### src/rtl/iss_defines.svh
/*
 * offsets, field positions, reset values and timing counts of the
 * inertial sensor spi frame block.
 * assumes inclusion by bare name and a 20 MHz block clock.
 */
`ifndef ISS_DEFINES_SVH
`define ISS_DEFINES_SVH

// block clock and internal sample rate
`define ISS_MCLK_HZ 20000000
`define ISS_SAMPLE_RATE_HZ 8000
`define ISS_SAMPLE_CYCLES (`ISS_MCLK_HZ / `ISS_SAMPLE_RATE_HZ)

// frame layout
`define ISS_FRAME_BITS 6'h20
`define ISS_MODE_DATA 3'h5
`define ISS_REPLY_FILL 2'h2
`define ISS_ERR_NONE 2'h2
`define ISS_ERR_ALARM 2'h1
`define ISS_FIXED_VALUE 16'hAA55

// check code: x^4+1, initial value
`define ISS_CRC_INIT 4'hA
`define ISS_CRC_POLY 4'h1

// selector codes
`define ISS_SEL_TEMP_1 4'hC
`define ISS_SEL_TEMP_2 4'hD
`define ISS_SEL_TEMP_DIFF 4'hE
`define ISS_SEL_FIXED 4'hF

// register offsets
`define ISS_REG_STATUS 4'h0
`define ISS_REG_MASK 4'h4
`define ISS_REG_CTRL 4'h8
`define ISS_REG_LAST_CMD 4'hC

// status bits
`define ISS_ST_FRAME_OK 0
`define ISS_ST_FRAME_BAD 1
`define ISS_ST_UNKNOWN 2
`define ISS_ST_WIDTH 3

// reset values
`define ISS_MASK_RST 3'h0
`define ISS_CTRL_RST 1'h0

`endif

### src/rtl/iss_pkg.sv
/*
 * types of the inertial sensor spi frame block.
 * assumes nothing beyond a systemverilog compiler.
 */
package iss_pkg;
	// frame engine states
	typedef enum logic [0:0] {
		ISS_IDLE = 1'b0,
		ISS_ACTIVE = 1'b1
	} iss_state_t;
endpackage : iss_pkg

### src/rtl/iss_sync.sv
/*
 * two flip-flop synchroniser for a group of pin inputs.
 * assumes the inputs are levels from outside the mclk domain; the
 * reset value must equal the idle level of each pin, or a false edge
 * or a false pin reset follows the release of rst.
 */
`timescale 1ns/1ns
`default_nettype none
module iss_sync #(
	parameter int W = 4,
	parameter logic [W-1:0] RST_VAL = '0
) (
	input wire logic mclk,
	input wire logic rst,
	input wire logic [W-1:0] d,
	output logic [W-1:0] q
);
	logic [W-1:0] meta_reg; // first stage, read only by q

	// two stages, reset to the idle pin levels
	always_ff @(posedge mclk or posedge rst) begin
		if (rst) begin
			meta_reg <= RST_VAL;
			q <= RST_VAL;
		end else begin
			meta_reg <= d;
			q <= meta_reg;
		end
	end
endmodule : iss_sync
`default_nettype wire

### src/rtl/iss_spi_frame.sv
/*
 * spi slave frame logic of a six-axis inertial sensor: command capture,
 * check code, out-of-frame data reply, sample acquisition and a small
 * register port with interrupt.
 * assumes pins sclk, frame_select_n, mosi and hardware_reset_n are
 * asynchronous to mclk and sclk is far slower than mclk.
 */
`timescale 1ns/1ns
`default_nettype none
`include "iss_defines.svh"

// Overview of operation
// - one frame needs 32 clocks, clocks after the 32nd are ignored
// - reply comes out in the next frame
// - reply register updated at frame select rise
// - internal samples renewed 8000 times per second
// - reply bits 31:16 carry signed sample
// - selector decode, odd low codes reserved
// - msb first, sample rising, change falling
// - miso released while frame select high
// - 4-bit check code x^4+1, start 0xA
// - acquire bit captures at next select fall
module iss_spi_frame #(
	parameter int SAMPLE_CYCLES = `ISS_SAMPLE_CYCLES
) (
	input wire logic mclk,
	input wire logic rst,
	input wire logic sclk,
	input wire logic frame_select_n,
	input wire logic mosi,
	input wire logic hardware_reset_n,
	output logic miso_out,
	output logic miso_oe_n,
	input wire logic [15:0] rate_x,
	input wire logic [15:0] rate_y,
	input wire logic [15:0] rate_z,
	input wire logic [15:0] accel_x,
	input wire logic [15:0] accel_y,
	input wire logic [15:0] accel_z,
	input wire logic [15:0] temp_1,
	input wire logic [15:0] temp_2,
	input wire logic safety_alarm,
	input wire logic [3:0] reg_addr,
	input wire logic [31:0] reg_wdata,
	input wire logic reg_wr,
	input wire logic reg_rd,
	output logic [31:0] reg_rdata,
	output logic irq
);
	import iss_pkg::*;

	// check code over 28 bits, msb first
	function automatic logic [3:0] crc28(input logic [27:0] d);
		logic [3:0] c;
		logic fb;
		c = `ISS_CRC_INIT;
		for (int i = 27; i >= 0; i--) begin
			fb = c[3] ^ d[i];
			c = {c[2:0], 1'b0} ^ (fb ? `ISS_CRC_POLY : 4'h0);
		end
		return c;
	endfunction : crc28

	logic sclk_s, ncs_s, mosi_s, hwrst_n_s; // synchronised pins
	logic sclk_d_reg; // previous synchronised serial clock
	iss_state_t state_reg, state_next; // frame engine state
	logic [5:0] cnt_reg, cnt_next; // rising clocks seen in frame
	logic [31:0] rx_reg, rx_next; // command shift register
	logic [31:0] tx_reg, tx_next; // reply shift register
	logic [31:0] reply_reg, reply_next; // reply for next frame
	logic [15:0] live_reg [8]; // latest internal samples
	logic [15:0] live_next [8];
	logic [15:0] held_reg [8]; // samples frozen for replies
	logic [15:0] held_next [8];
	logic [15:0] samp_in [8]; // sample ports as array
	logic [1:0] kact_reg, kact_next; // keep-alive counter
	logic acq_reg, acq_next; // capture pending at next frame
	logic [11:0] tick_cnt_reg, tick_cnt_next; // sample rate divider
	logic [`ISS_ST_WIDTH-1:0] status_reg, status_next; // sticky events
	logic [`ISS_ST_WIDTH-1:0] mask_reg, mask_next; // interrupt mask
	logic ctrl_reg, ctrl_next; // forced alarm bit
	logic [31:0] last_reg, last_next; // last accepted command
	logic [31:0] rdata_next; // read data next value
	logic sclk_rise, sclk_fall, frame_end, hw_clear; // decoded events
	logic cmd_ok, cmd_known, alarm; // frame checks
	logic [`ISS_ST_WIDTH-1:0] ev; // events this cycle
	logic [15:0] sel_val; // selected sample value
	logic [3:0] sel; // selector of received command
	logic [27:0] reply_body; // reply before check code

	// pins into the mclk domain
	// idle levels: clock low, select high, data low, pin reset high
	iss_sync #(.W(4), .RST_VAL(4'h5)) u_sync (
		.mclk(mclk),
		.rst(rst),
		.d({sclk, frame_select_n, mosi, hardware_reset_n}),
		.q({sclk_s, ncs_s, mosi_s, hwrst_n_s})
	);

	assign samp_in[0] = rate_x;
	assign samp_in[1] = rate_y;
	assign samp_in[2] = rate_z;
	assign samp_in[3] = accel_x;
	assign samp_in[4] = accel_y;
	assign samp_in[5] = accel_z;
	assign samp_in[6] = temp_1;
	assign samp_in[7] = temp_2;

	// edge decode on synchronised pins
	always_comb begin
		sclk_rise = sclk_s & ~sclk_d_reg;
		sclk_fall = ~sclk_s & sclk_d_reg;
		frame_end = (state_reg == ISS_ACTIVE) & ncs_s;
		hw_clear = ~hwrst_n_s;
		alarm = safety_alarm | ctrl_reg;
		sel = rx_reg[11:8];
	end

	// frame checks on the received command
	always_comb begin
		cmd_ok = (cnt_reg == `ISS_FRAME_BITS) &&
			(crc28(rx_reg[31:4]) == rx_reg[3:0]) &&
			(rx_reg[15:13] == `ISS_MODE_DATA);
		cmd_known = (rx_reg[31:16] == 16'h0000) && !rx_reg[12] &&
			(rx_reg[6:4] == 3'h0) &&
			!(sel[0] && !(sel[3] && sel[2]));
	end

	// selector decode from frozen samples
	always_comb begin
		case (sel)
		`ISS_SEL_TEMP_1: sel_val = held_reg[6];
		`ISS_SEL_TEMP_2: sel_val = held_reg[7];
		`ISS_SEL_TEMP_DIFF: sel_val = held_reg[6] - held_reg[7];
		`ISS_SEL_FIXED: sel_val = `ISS_FIXED_VALUE;
		default: sel_val = held_reg[sel[3:1]];
		endcase
		reply_body = {sel_val,
			alarm ? `ISS_ERR_ALARM : `ISS_ERR_NONE,
			`ISS_REPLY_FILL, sel,
			rx_reg[7], 1'b0, kact_reg};
	end

	// frame engine next state
	always_comb begin
		state_next = state_reg;
		cnt_next = cnt_reg;
		rx_next = rx_reg;
		tx_next = tx_reg;
		reply_next = reply_reg;
		kact_next = kact_reg;
		acq_next = acq_reg;
		last_next = last_reg;
		held_next = held_reg;
		live_next = live_reg;
		ev = '0;
		tick_cnt_next = tick_cnt_reg + 12'h001;
		// sample divider, free of the serial clock
		if (tick_cnt_reg == 12'(SAMPLE_CYCLES - 1)) begin
			tick_cnt_next = 12'h000;
			live_next = samp_in;
		end
		case (state_reg)
		ISS_IDLE: begin
			if (!ncs_s) begin
				state_next = ISS_ACTIVE;
				cnt_next = 6'h00;
				tx_next = reply_reg;
				if (acq_reg) begin
					held_next = live_reg;
					acq_next = 1'b0;
				end
			end
		end
		ISS_ACTIVE: begin
			if (frame_end) begin
				state_next = ISS_IDLE;
				if (!cmd_ok) begin
					ev[`ISS_ST_FRAME_BAD] = 1'b1;
				end else if (!cmd_known) begin
					ev[`ISS_ST_UNKNOWN] = 1'b1;
				end else begin
					ev[`ISS_ST_FRAME_OK] = 1'b1;
					last_next = rx_reg;
					acq_next = rx_reg[7];
					kact_next = kact_reg + 2'h1;
					reply_next = {reply_body, crc28(reply_body)};
				end
			end else begin
				if (sclk_rise && cnt_reg != `ISS_FRAME_BITS) begin
					rx_next = {rx_reg[30:0], mosi_s};
					cnt_next = cnt_reg + 6'h01;
				end
				if (sclk_fall && cnt_reg != 6'h00) begin
					tx_next = {tx_reg[30:0], 1'b0};
				end
			end
		end
		default: state_next = ISS_IDLE;
		endcase
		// pin reset clears frame state, samples and counters
		if (hw_clear) begin
			state_next = ISS_IDLE;
			cnt_next = 6'h00;
			rx_next = 32'h0000_0000;
			tx_next = 32'h0000_0000;
			reply_next = 32'h0000_0000;
			kact_next = 2'h0;
			acq_next = 1'b0;
			last_next = 32'h0000_0000;
			tick_cnt_next = 12'h000;
			live_next = '{default: 16'h0000};
			held_next = '{default: 16'h0000};
		end
	end

	// frame engine registers; pin reset is handled in the next values
	always_ff @(posedge mclk or posedge rst) begin
		if (rst) begin
			state_reg <= ISS_IDLE;
			sclk_d_reg <= 1'b0;
			cnt_reg <= 6'h00;
			rx_reg <= 32'h0000_0000;
			tx_reg <= 32'h0000_0000;
			reply_reg <= 32'h0000_0000;
			kact_reg <= 2'h0;
			acq_reg <= 1'b0;
			last_reg <= 32'h0000_0000;
			tick_cnt_reg <= 12'h000;
			for (int i = 0; i < 8; i++) begin
				live_reg[i] <= 16'h0000;
				held_reg[i] <= 16'h0000;
			end
		end else begin
			state_reg <= state_next;
			sclk_d_reg <= sclk_s;
			cnt_reg <= cnt_next;
			rx_reg <= rx_next;
			tx_reg <= tx_next;
			reply_reg <= reply_next;
			kact_reg <= kact_next;
			acq_reg <= acq_next;
			last_reg <= last_next;
			tick_cnt_reg <= tick_cnt_next;
			live_reg <= live_next;
			held_reg <= held_next;
		end
	end

	// pin drive: msb of shifter, released outside frames
	always_comb begin
		miso_out = tx_reg[31];
		miso_oe_n = (state_reg != ISS_ACTIVE);
	end

	// register port next values; event set wins over read clear
	always_comb begin
		status_next = status_reg;
		mask_next = mask_reg;
		ctrl_next = ctrl_reg;
		rdata_next = 32'h0000_0000;
		if (reg_rd) begin
			case (reg_addr)
			`ISS_REG_STATUS: begin
				rdata_next = 32'(status_reg);
				status_next = '0;
			end
			`ISS_REG_MASK: rdata_next = 32'(mask_reg);
			`ISS_REG_CTRL: rdata_next = 32'(ctrl_reg);
			`ISS_REG_LAST_CMD: rdata_next = last_reg;
			default: rdata_next = 32'h0000_0000;
			endcase
		end
		if (reg_wr) begin
			case (reg_addr)
			`ISS_REG_MASK: mask_next = reg_wdata[`ISS_ST_WIDTH-1:0];
			`ISS_REG_CTRL: ctrl_next = reg_wdata[0];
			default: ;
			endcase
		end
		status_next = status_next | ev;
	end

	// register port flops
	always_ff @(posedge mclk or posedge rst) begin
		if (rst) begin
			status_reg <= '0;
			mask_reg <= `ISS_MASK_RST;
			ctrl_reg <= `ISS_CTRL_RST;
			reg_rdata <= 32'h0000_0000;
		end else begin
			status_reg <= status_next;
			mask_reg <= mask_next;
			ctrl_reg <= ctrl_next;
			reg_rdata <= rdata_next;
		end
	end

	// level interrupt from unmasked sticky bits
	always_comb begin
		irq = |(status_reg & mask_reg);
	end
endmodule : iss_spi_frame
`default_nettype wire

### config.mk
export PLATFORM = sky130hd
export DESIGN_NAME = iss_spi_frame
export DESIGN_NICKNAME = d
export VERILOG_FILES = /design/src/rtl/iss_pkg.sv /design/src/rtl/iss_sync.sv /design/src/rtl/iss_spi_frame.sv
export VERILOG_INCLUDE_DIRS = /design/src /design/src/rtl
export SDC_FILE = /design/constraint.sdc
export NUM_CORES = 1
export LEC_CHECK = 0
export BUFFER_PORTS_ARGS = -buffer_cell sky130_fd_sc_hd__buf_2
export CORE_MARGIN = 1.5
export CORE_UTILIZATION = 59
export CTS_BUF_LIST = sky130_fd_sc_hd__clkbuf_16
export CTS_CLUSTER_SIZE = 14
export DETAILED_ROUTE_END_ITERATION = 8
export PLACE_DENSITY = 0.84
export SYNTH_ARGS = -nofsm -noshare
export SYNTH_HDL_FRONTEND = slang
export SYNTH_SLANG_ARGS = --single-unit
export TNS_END_PERCENT = 30
### constraint.sdc
create_clock -name mclk -period 20.9 [get_ports mclk]
set_clock_uncertainty 0.05 [all_clocks]
set_input_delay 4.18 -clock mclk [delete_from_list [all_inputs] [get_ports mclk]]
set_output_delay 4.18 -clock mclk [all_outputs]
set_load 0.05 [all_outputs]
# Yosys cells after proc, flatten, opt, wreduce, memory -nomap -nowiden
# Cells that the tools add are included.
[op_classes] eq_ne=29 n_addsub=4 mux=119 reduce_logical=25 n_lt_le_gt_ge=1 bitwise_logic=117
[ops] op="two-way mux 128 bit" n=6
[ops] op="two-way mux 32 bit" n=19
[ops] op="XOR 4 x 1 -> 4 bit" n=54
[ops] op="case mux 32 bit (4 select lines)" n=1
[ops] op="two-way mux 1 bit" n=69
[ops] op="case mux 16 bit (4 select lines)" n=1
[ops] op="case mux 32 bit (2 select lines)" n=1
[ops] op="XOR 1 bit" n=49
[ops] op="binary-select mux 16 bit (select 3 bit)" n=1
[ops] op="two-way mux 16 bit" n=2
[ops] op="== test 4 bit, second input constant" n=6
[ops] op="two-way mux 12 bit" n=2
[ops] op="two-way mux 6 bit" n=4
[ops] op="inequality test 3 bit, second input constant" n=7
[ops] op="inequality test 2 bit, second input constant" n=10
[ops] op="logical NOT 16 bit" n=1
[ops] op="subtractor 16 bit" n=1
[ops] op="adder 12 x 1 -> 12 bit, second input constant" n=1
[ops] op="== test 12 bit, second input constant" n=1
[ops] op="two-way mux 2 bit" n=6
[ops] op="two-way mux 3 bit" n=4
[ops] op="case mux 6 bit (2 select lines)" n=1
[ops] op="AND reduction 3 bit" n=4
[ops] op="logical AND 1 bit" n=9
[ops] op="24 further kinds" n=35
[word_totals] out_inout_bits=35 inputBits=173 ff_bits=454 elab_cells=327

# Logic depth before layout (Yosys ltp)
# Gate-level depths: netlist of run 1.
[logic_depth] word_depth=88 ltp_mapped=13 depth_no_buf=12

# Cells and area by module
# From an unflattened synthesis of run 1, not the netlist that was laid out.
[hier_totals] hier_cells=2119 area_unflattened_um2=19955.4
[by_module_without_submodules] mod="iss_spi_frame" area_per_inst_um2=19746.4 cells_per_inst=2110 instances=1 seq_area_each_um2=10985.5
[by_module_without_submodules] mod="iss_sync" area_per_inst_um2=209.0 cells_per_inst=9 instances=1 seq_area_each_um2=205.2

# Worst setup path before layout of run 1
# OpenSTA, ideal clock, no wires.
[synth_timing] path_kind="input to register" from="input safety_alarm" to="register reply_reg[3]" path_slack_ns=15.463 path_buffers=0 arrival_ns=5.292 setup_ns=0.095 cell_stages=7 required_ns=20.755 path_cell_list="nor2_1 -> xnor2_1 -> xnor2_1 -> xor2_1 -> xnor2_1 -> xnor2_1 -> a211oi_1"
[synth_via] elab_chain_len=25
[synth_lines] element="start: declaration" line="iss_spi_frame.sv:42" rtl="input wire logic safety_alarm,"
[synth_lines] element="bitwise OR 1 bit" line="iss_spi_frame.sv:115" rtl="alarm = safety_alarm | ctrl_reg;"
[synth_lines] element="two-way mux 2 bit (no source line)"
[synth_lines] element="XOR 1 bit" line="iss_spi_frame.sv:58" rtl="fb = c[3] ^ d[i];"
[synth_lines] element="two-way mux 1 bit" line="iss_spi_frame.sv:59" rtl="c = {c[2:0], 1'b0} ^ (fb ? `ISS_CRC_POLY : 4'h0);"
[synth_lines] element="XOR 4 x 1 -> 4 bit (4 in a row)" line="iss_spi_frame.sv:59"
[synth_lines] element="XOR 1 bit" line="iss_spi_frame.sv:58"
[synth_lines] element="two-way mux 1 bit" line="iss_spi_frame.sv:59"
[synth_lines] element="XOR 4 x 1 -> 4 bit (4 in a row)" line="iss_spi_frame.sv:59"
[synth_lines] element="XOR 1 bit" line="iss_spi_frame.sv:58"
[synth_lines] element="two-way mux 1 bit" line="iss_spi_frame.sv:59"
[synth_lines] element="XOR 4 x 1 -> 4 bit (4 in a row)" line="iss_spi_frame.sv:59"
[synth_lines] element="two-way mux 32 bit" line="iss_spi_frame.sv:180" rtl="end else if (!cmd_known) begin"
[synth_lines] element="two-way mux 32 bit" line="iss_spi_frame.sv:178" rtl="if (!cmd_ok) begin"
[synth_lines] element="two-way mux 32 bit" line="iss_spi_frame.sv:176" rtl="if (frame_end) begin"
[synth_lines] element="two-way mux 32 bit" line="iss_spi_frame.sv:163" rtl="case (state_reg)"
[synth_lines] element="two-way mux 32 bit" line="iss_spi_frame.sv:202" rtl="if (hw_clear) begin"
[synth_lines] element="end signal: assignment" line="iss_spi_frame.sv:240" rtl="reply_reg <= reply_next;"
[synth_lines] element="end: declaration" line="iss_spi_frame.sv:70" rtl="logic [31:0] reply_reg, reply_next;"
# No other way between the ends. The select of a mux whose other input is x is not followed.
# A chain may end at the register's enable or synchronous reset.

# Worst setup path in the final report of run 1
[layout_timing] from="register state_reg" to="output miso_oe_n"
[layout_via] elab_chain_len=1
[layout_lines] element="start: declaration" line="iss_spi_frame.sv:66" rtl="iss_state_t state_reg, state_next;"
[layout_lines] element="start signal: assignment" line="iss_spi_frame.sv:235" rtl="state_reg <= state_next;"
[layout_lines] element="inverter 1 bit"
[layout_lines] element="end: declaration" line="iss_spi_frame.sv:33" rtl="output logic miso_oe_n,"
# No other way between the ends.

==> run metrics, run 1 <==
H-tree levels=2; Clock Latency Late Sink=between 500 and 600 ps; PnR worst setup slack=14430 ps; met1 Use GR=36.9%; Power per Cell Area=74.7 nW/µm²; Die ar.=35100 µm²; crit-path max FO=38; DR WL/cell=about 17 µm; initial core utilization=between 50 and 60%; gr busiest metal=met2; iteration-0 DRC count of the detailed router=1262; largest net degree at the start of global routing=around 140; Period minus WS final=6470 ps; post-CTS setup buffers=0; relative slew slack=between 10 and 15%; CTS tree=yes; TNS Setup=0 ps; xor/xnor cell area share of the yosys netlist=3.03%; Worst EP arrival=approximately 2200 ps; Worst-Margin Slew=between 1000 and 1500 ps; TritonCTS Buffers=46; layout cells sized above 1=14.3%; Root Buffer=clkbuf_16; Post-CTS Resized=0; Yosys cell types=73; first-pass GRT wire length=76100 µm; Synth Net Count=around 2300; Req. time, crit path=approximately 17000 ps; ys async rst share=100%; combinational family with the most area after synthesis=simple AND/OR/NAND/NOR gates; commonest non-fill, non-tap cells in the layout=664 x nand2_1, 441 x dfrtp_1, 322 x a21oi_1, 178 x buf_2, 76 x nor2_1; Sequential Area=between 10000 and 15000 µm²; leak pwr=9.80 nW; Max IR drop VDD=between 50 and 60 µV; worst reg-to-reg setup slack=17680 ps; row count=67; worst path cell trace=inv_1, buf_2; fillers=2554; #FFs+latches synth=447; Detailed Routing Iterations Pass 1=5; Syn Std Cell Area=20000 µm²; Startpoint Class=register; outcome=complete, no violations; fin crit share=31.0%; Port-buffer cells=178; initial antenna violation count=1; crit path kind=register to output port; Min Hold Slack=302 ps; Post-Synth Simple-Gate Area=18.4%; Finish-stage setup viols=0; met2 usage=43.8%; hpwl dp=about 30000 µm; Post-Synth Adder-Cell Area=1.22%; die width=187 µm; syn avg cell area=9.45 µm²; Hold Buf Count CTS=0; Post-synth EDFFs=0; worst hold path type=register to register; post-route insts no fill=2698; vias in the first global route=15200; Place WS=14680 ps; CP Capture Type=output port; RSZ-0062 raised after global routing=no; Worst path slowest cell=dfrtp_2; share of the yosys chip area belonging to registers=roughly 56%; Util after Layout=approximately two thirds; mux contribution to synthesized area=4.83%; core area=33400 µm²; clock tree buffer depth=3; placed insts=2618; Ports=208; drt drc=0; clk sinks=447; GRT Resource Usage Total=a little over a quarter; DRT Wirelength=45800 µm; yosys warns=0; die height=187 µm; gp weighted congestion=0.890; Area Growth Syn to Fin=11.9%; top_reg_cell synth=dfrtp_1; max cap viols=0; Gate Count Post-Synth=2122; area taken by multi-input logic gates=8150 µm²; Worst-path clk slew=roughly 60 ps; Max Fclk=about 150 MHz; vias per cell=roughly 5.8; met3 usage=3.17%; complex-gate fraction of the synthesized area=13.0%; Vias=15500; most common library cell in the layout ignoring fill and taps=nand2_1; Routed Antenna Nets=0; largest stage delay on the critical path=1040 ps; GRT Residual Overflow=0; Post-layout nets=between 2000 and 2500; Final Hold Viols=0; max-slew violation count=0
critical path: cells and delay by family (launching register included):
family / cells / cell delay (ps)
buffers and inverters: 2 / 650
DFF: 1 / 1040
synthesized netlist by cell type, types with 5 or more instances:
library cell / count / share of area [%]
xor2_1: 21 / 0.92
nor2_1: 77 / 1.4
nor4_1: 5 / 0.16
o31ai_1: 32 / 1.2
clkbuf_1: 121 / 2.3
nor3_2: 8 / 0.40
o211ai_1: 5 / 0.19
nand4_1: 6 / 0.19
buf_4: 7 / 0.26
mux2i_1: 48 / 2.4
mux4_2: 17 / 1.9
and3_1: 27 / 0.84
dfrtp_1: 443 / 55
nor2b_1: 8 / 0.25
mux2_2: 7 / 0.39
nor3_1: 8 / 0.20
buf_2: 7 / 0.17
o21a_1: 10 / 0.37
a211oi_2: 8 / 0.50
and2_1: 33 / 1.0
or3_1: 7 / 0.22
nand3_1: 18 / 0.45
xnor2_1: 44 / 1.9
o21ai_0: 28 / 0.70
ha_1: 18 / 1.1
nand2_1: 665 / 12
buf_1: 10 / 0.19
a211oi_1: 9 / 0.34
inv_1: 32 / 0.60
a21oi_1: 322 / 8.0
layer usage:
layer | vias up | wire length, µm
li1 | 7252 | -
met1 | 7688 | 19200
met2 | 496 | 22700
met3 | 90 | 2480
met4 | 0 | 1410
met5 | - | 0
metrics by stage:
| stage | power (mW) | instance area [µm²] |
|---|---|---|
| floorplan | 0.929 | 20000 |
| global placement | 0.952 | 21100 |
| detailed placement | 0.954 | 21100 |
| CTS | 1.69 | 22400 |
| global route | 1.73 | 22400 |
| finish | 1.67 | 22400 |
cell families (layout without fill, tap and decap cells):
group                      Yosys count  count (layout)
AOI/OAI and AO/OA                  454             454
xor gates and xnor gates            67              67
adders and majority gates           19              19
buffers and inverters              181             308
DFF                                447             447
muxes                               74              74
other                                0               1
and+or+nand+nor                    880             880
power breakdown:
| group | total [mW] | internal (mW) | switching (mW) |
|---|---|---|---|
| Combinational | 0.0614 | 0.0184 | 0.0430 |
| Clock | 0.737 | 0.412 | 0.326 |
| Sequential | 0.876 | 0.870 | 0.00584 |
| Total | 1.67 | 1.30 | 0.375 |
final cells by class:
class / count / share of cell area [%]
inverter: 32 / 0.603
timing repair buffer: 197 / 4.61
clock inverter: 33 / 0.871
multi-input combinational: 1494 / 36.4
clock buffer: 46 / 5.13
sequential: 447 / 49.9
tap: 448 / 2.50
antenna: 1 / 0.0112
final timing paths:
check / startpoint / to / cells past startpoint
worst max-delay path: state_reg / miso_oe_n / 2
worst min-delay path: u_sync.meta_reg[1] / u_sync.q[1] / 0
worst max register to register: held_reg[0] / reply_reg[0] / 11
worst min register to register: u_sync.meta_reg[1] / u_sync.q[1] / 0
max in group asynchronous: rst / live_reg[32] / 3
min in group asynchronous: rst / reg_rdata[28] / 2
No activity file was read; power rests on OpenSTA's default activity.
==> run 2, diff against run 1 <==
clock period = 6.3 ns   (was 20.9 ns; I/O delays follow)
==> run metrics, run 2 (synthesis results as in run 1) <==
outcome=complete, no violations; Die ar.=35100 µm² (unchanged); hpwl dp=30200 µm (+1.9%); TritonCTS Buffers=45 (-2.2%); largest net degree at the start of global routing=175 (+24%); vias per cell=5.81 (+0.89%); relative slew slack=14.0% (+0.027 points); Vias=15700 (+1.0%); core area=33400 µm² (unchanged); Worst-path clk slew=60 ps (about the same); Ports=208 (unchanged); Req. time, crit path=6720 ps (-9950 ps); crit-path max FO=29 (-24%); worst hold path type=register to register; DR WL/cell=17.5 µm (+3.1%); clock power share=46.7% (+2.7 points); r2r endpoint=reply_reg[1]; Min Hold Slack=299 ps (-3.31 ps); switching power share of the total=22.6% (+0.26 points); Util after Layout=67.6% (+0.58 points); placed insts=2620 (+0.076%); clk sinks=447 (unchanged); first-pass GRT wire length=78100 µm (+2.6%); CP Capture Type=register; GRT Residual Overflow=0 (unchanged); DRT Wirelength=47300 µm (+3.3%); worst reg-to-reg setup slack=2990 ps (-14690 ps); Area Growth Syn to Fin=12.8%; Clock Latency Late Sink=570 ps (about the same); iteration-0 DRC count of the detailed router=1555 (+23%); GRT Resource Usage Total=27.4% (+0.83 points); Port-buffer cells=178 (unchanged); post-CTS setup buffers=0 (unchanged); Worst R2R Start=rx_reg[9]; PnR worst setup slack=2990 ps (-11440 ps); Place WS=3020 ps (-11660 ps); Startpoint Class=register; initial antenna violation count=0 (-1); layout cells sized above 1=14.7% (+0.41 points); sequential power share=49.7% (-2.6 points); Critical Path Source=rx_reg[9]; die height=187 µm (unchanged); Antenna Cells=0 (-1); post-route insts no fill=2702 (+0.15%); H-tree levels=2 (unchanged); clock tree buffer depth=3 (unchanged); drt drc=0 (unchanged); Sw Pwr=1.32 mW (+250%); Power per Cell Area=258 nW/µm² (+250%); initial core utilization=59.9% (unchanged); Finish-stage setup viols=0 (unchanged); Post-CTS Resized=0 (unchanged); Worst EP arrival=3740 ps (+1500 ps); Max IR drop VDD=197 µV (+260%); Max Fclk=302 MHz; fin crit share=a little over half; gp weighted congestion=0.914 (+2.7%); Pint=4.52 mW (+250%); die width=187 µm (unchanged); Post-layout nets=2411 (+0.041%); RSZ-0062 raised after global routing=no; max-slew violation count=0 (unchanged); CTS tree=yes; most common library cell in the layout ignoring fill and taps=nand2_1; Root Buffer=clkbuf_16; commonest non-fill, non-tap cells in the layout=664 x nand2_1, 441 x dfrtp_1, 322 x a21oi_1, 178 x buf_2, 76 x nor2_1; Worst-Margin Slew=1290 ps (-0.413 ps); max cap viols=0 (unchanged); Detailed Routing Iterations Pass 1=6 (+1); fillers=2523 (-1.2%); row count=67 (unchanged); Routed Antenna Nets=0 (unchanged); Tot Pwr=5.84 mW (+250%); Final Hold Viols=0 (unchanged); crit path kind=register to register; leak pwr=9.85 nW (+0.56%); Hold Buf Count CTS=0 (unchanged); Worst Setup EP=reply_reg[1]; Logic pwr share=3.6% (about the same); Worst Reg-to-Reg Cells=9 (-2); vias in the first global route=15600 (+2.4%); Period minus WS final=3310 ps
==> run 2: cell type report <==
cell class,instances,area [µm²],share of cell area [%]
Sequential cell,447,11200,49.5
Timing Repair Buffer,199,1070,4.75
Inverter,32,131,0.581
Tap cell,448,561,2.48
Multi-Input combinational cell,1494,8150,36.0
Clock buffer,45,1130,4.98
Clock inverter,37,379,1.68
==> run 2: worst max-delay path, stage by stage, from the launching register on <==
cell	delay, ps
dfrtp_2	800
buf_4	500
mux2_2	390
o21ai_0	140
a21oi_1	100
a21oi_1	380
xnor2_1	200
xnor3_1	270
xnor2_1	150
a211oi_2	210
==> run 2: routing by layer <==
layer	global-route usage [%]	routed length, µm	vias up
met5	0	0	-
met4	10.2	1670	0
met3	3.85	2830	114
met2	46.5	23800	569
met1	36.0	19100	7737
li1	-	-	7268
==> run 2: worst min path at each step <==
stage / end / startpoint / cells after the start
global route: u_sync.q[0] / u_sync.meta_reg[0] / 0
finish: u_sync.q[1] / u_sync.meta_reg[1] / 0
floorplan: u_sync.q[1] / u_sync.meta_reg[1] / 0
detailed placement: u_sync.q[1] / u_sync.meta_reg[1] / 0
global placement: u_sync.q[1] / u_sync.meta_reg[1] / 0
CTS: u_sync.q[1] / u_sync.meta_reg[1] / 0
==> run 2: power groups by stage <==
| stage | combinational (mW) | sequential (mW) | clock, mW |
|---|---|---|---|
| finish | 0.211 | 2.90 | 2.72 |
| global route | 0.236 | 2.90 | 2.87 |
| CTS | 0.214 | 2.90 | 2.75 |
| detailed placement | 0.212 | 2.95 | 0 |
| global placement | 0.208 | 2.95 | 0 |
| floorplan | 0.134 | 2.95 | 0 |
==> run 2: through the flow <==
step	setup TNS, ps	cell area, µm²
finish	0	22600
global placement	0	21100
floorplan	-465100	20000
CTS	0	22600
global route	0	22600
detailed placement	0	21100
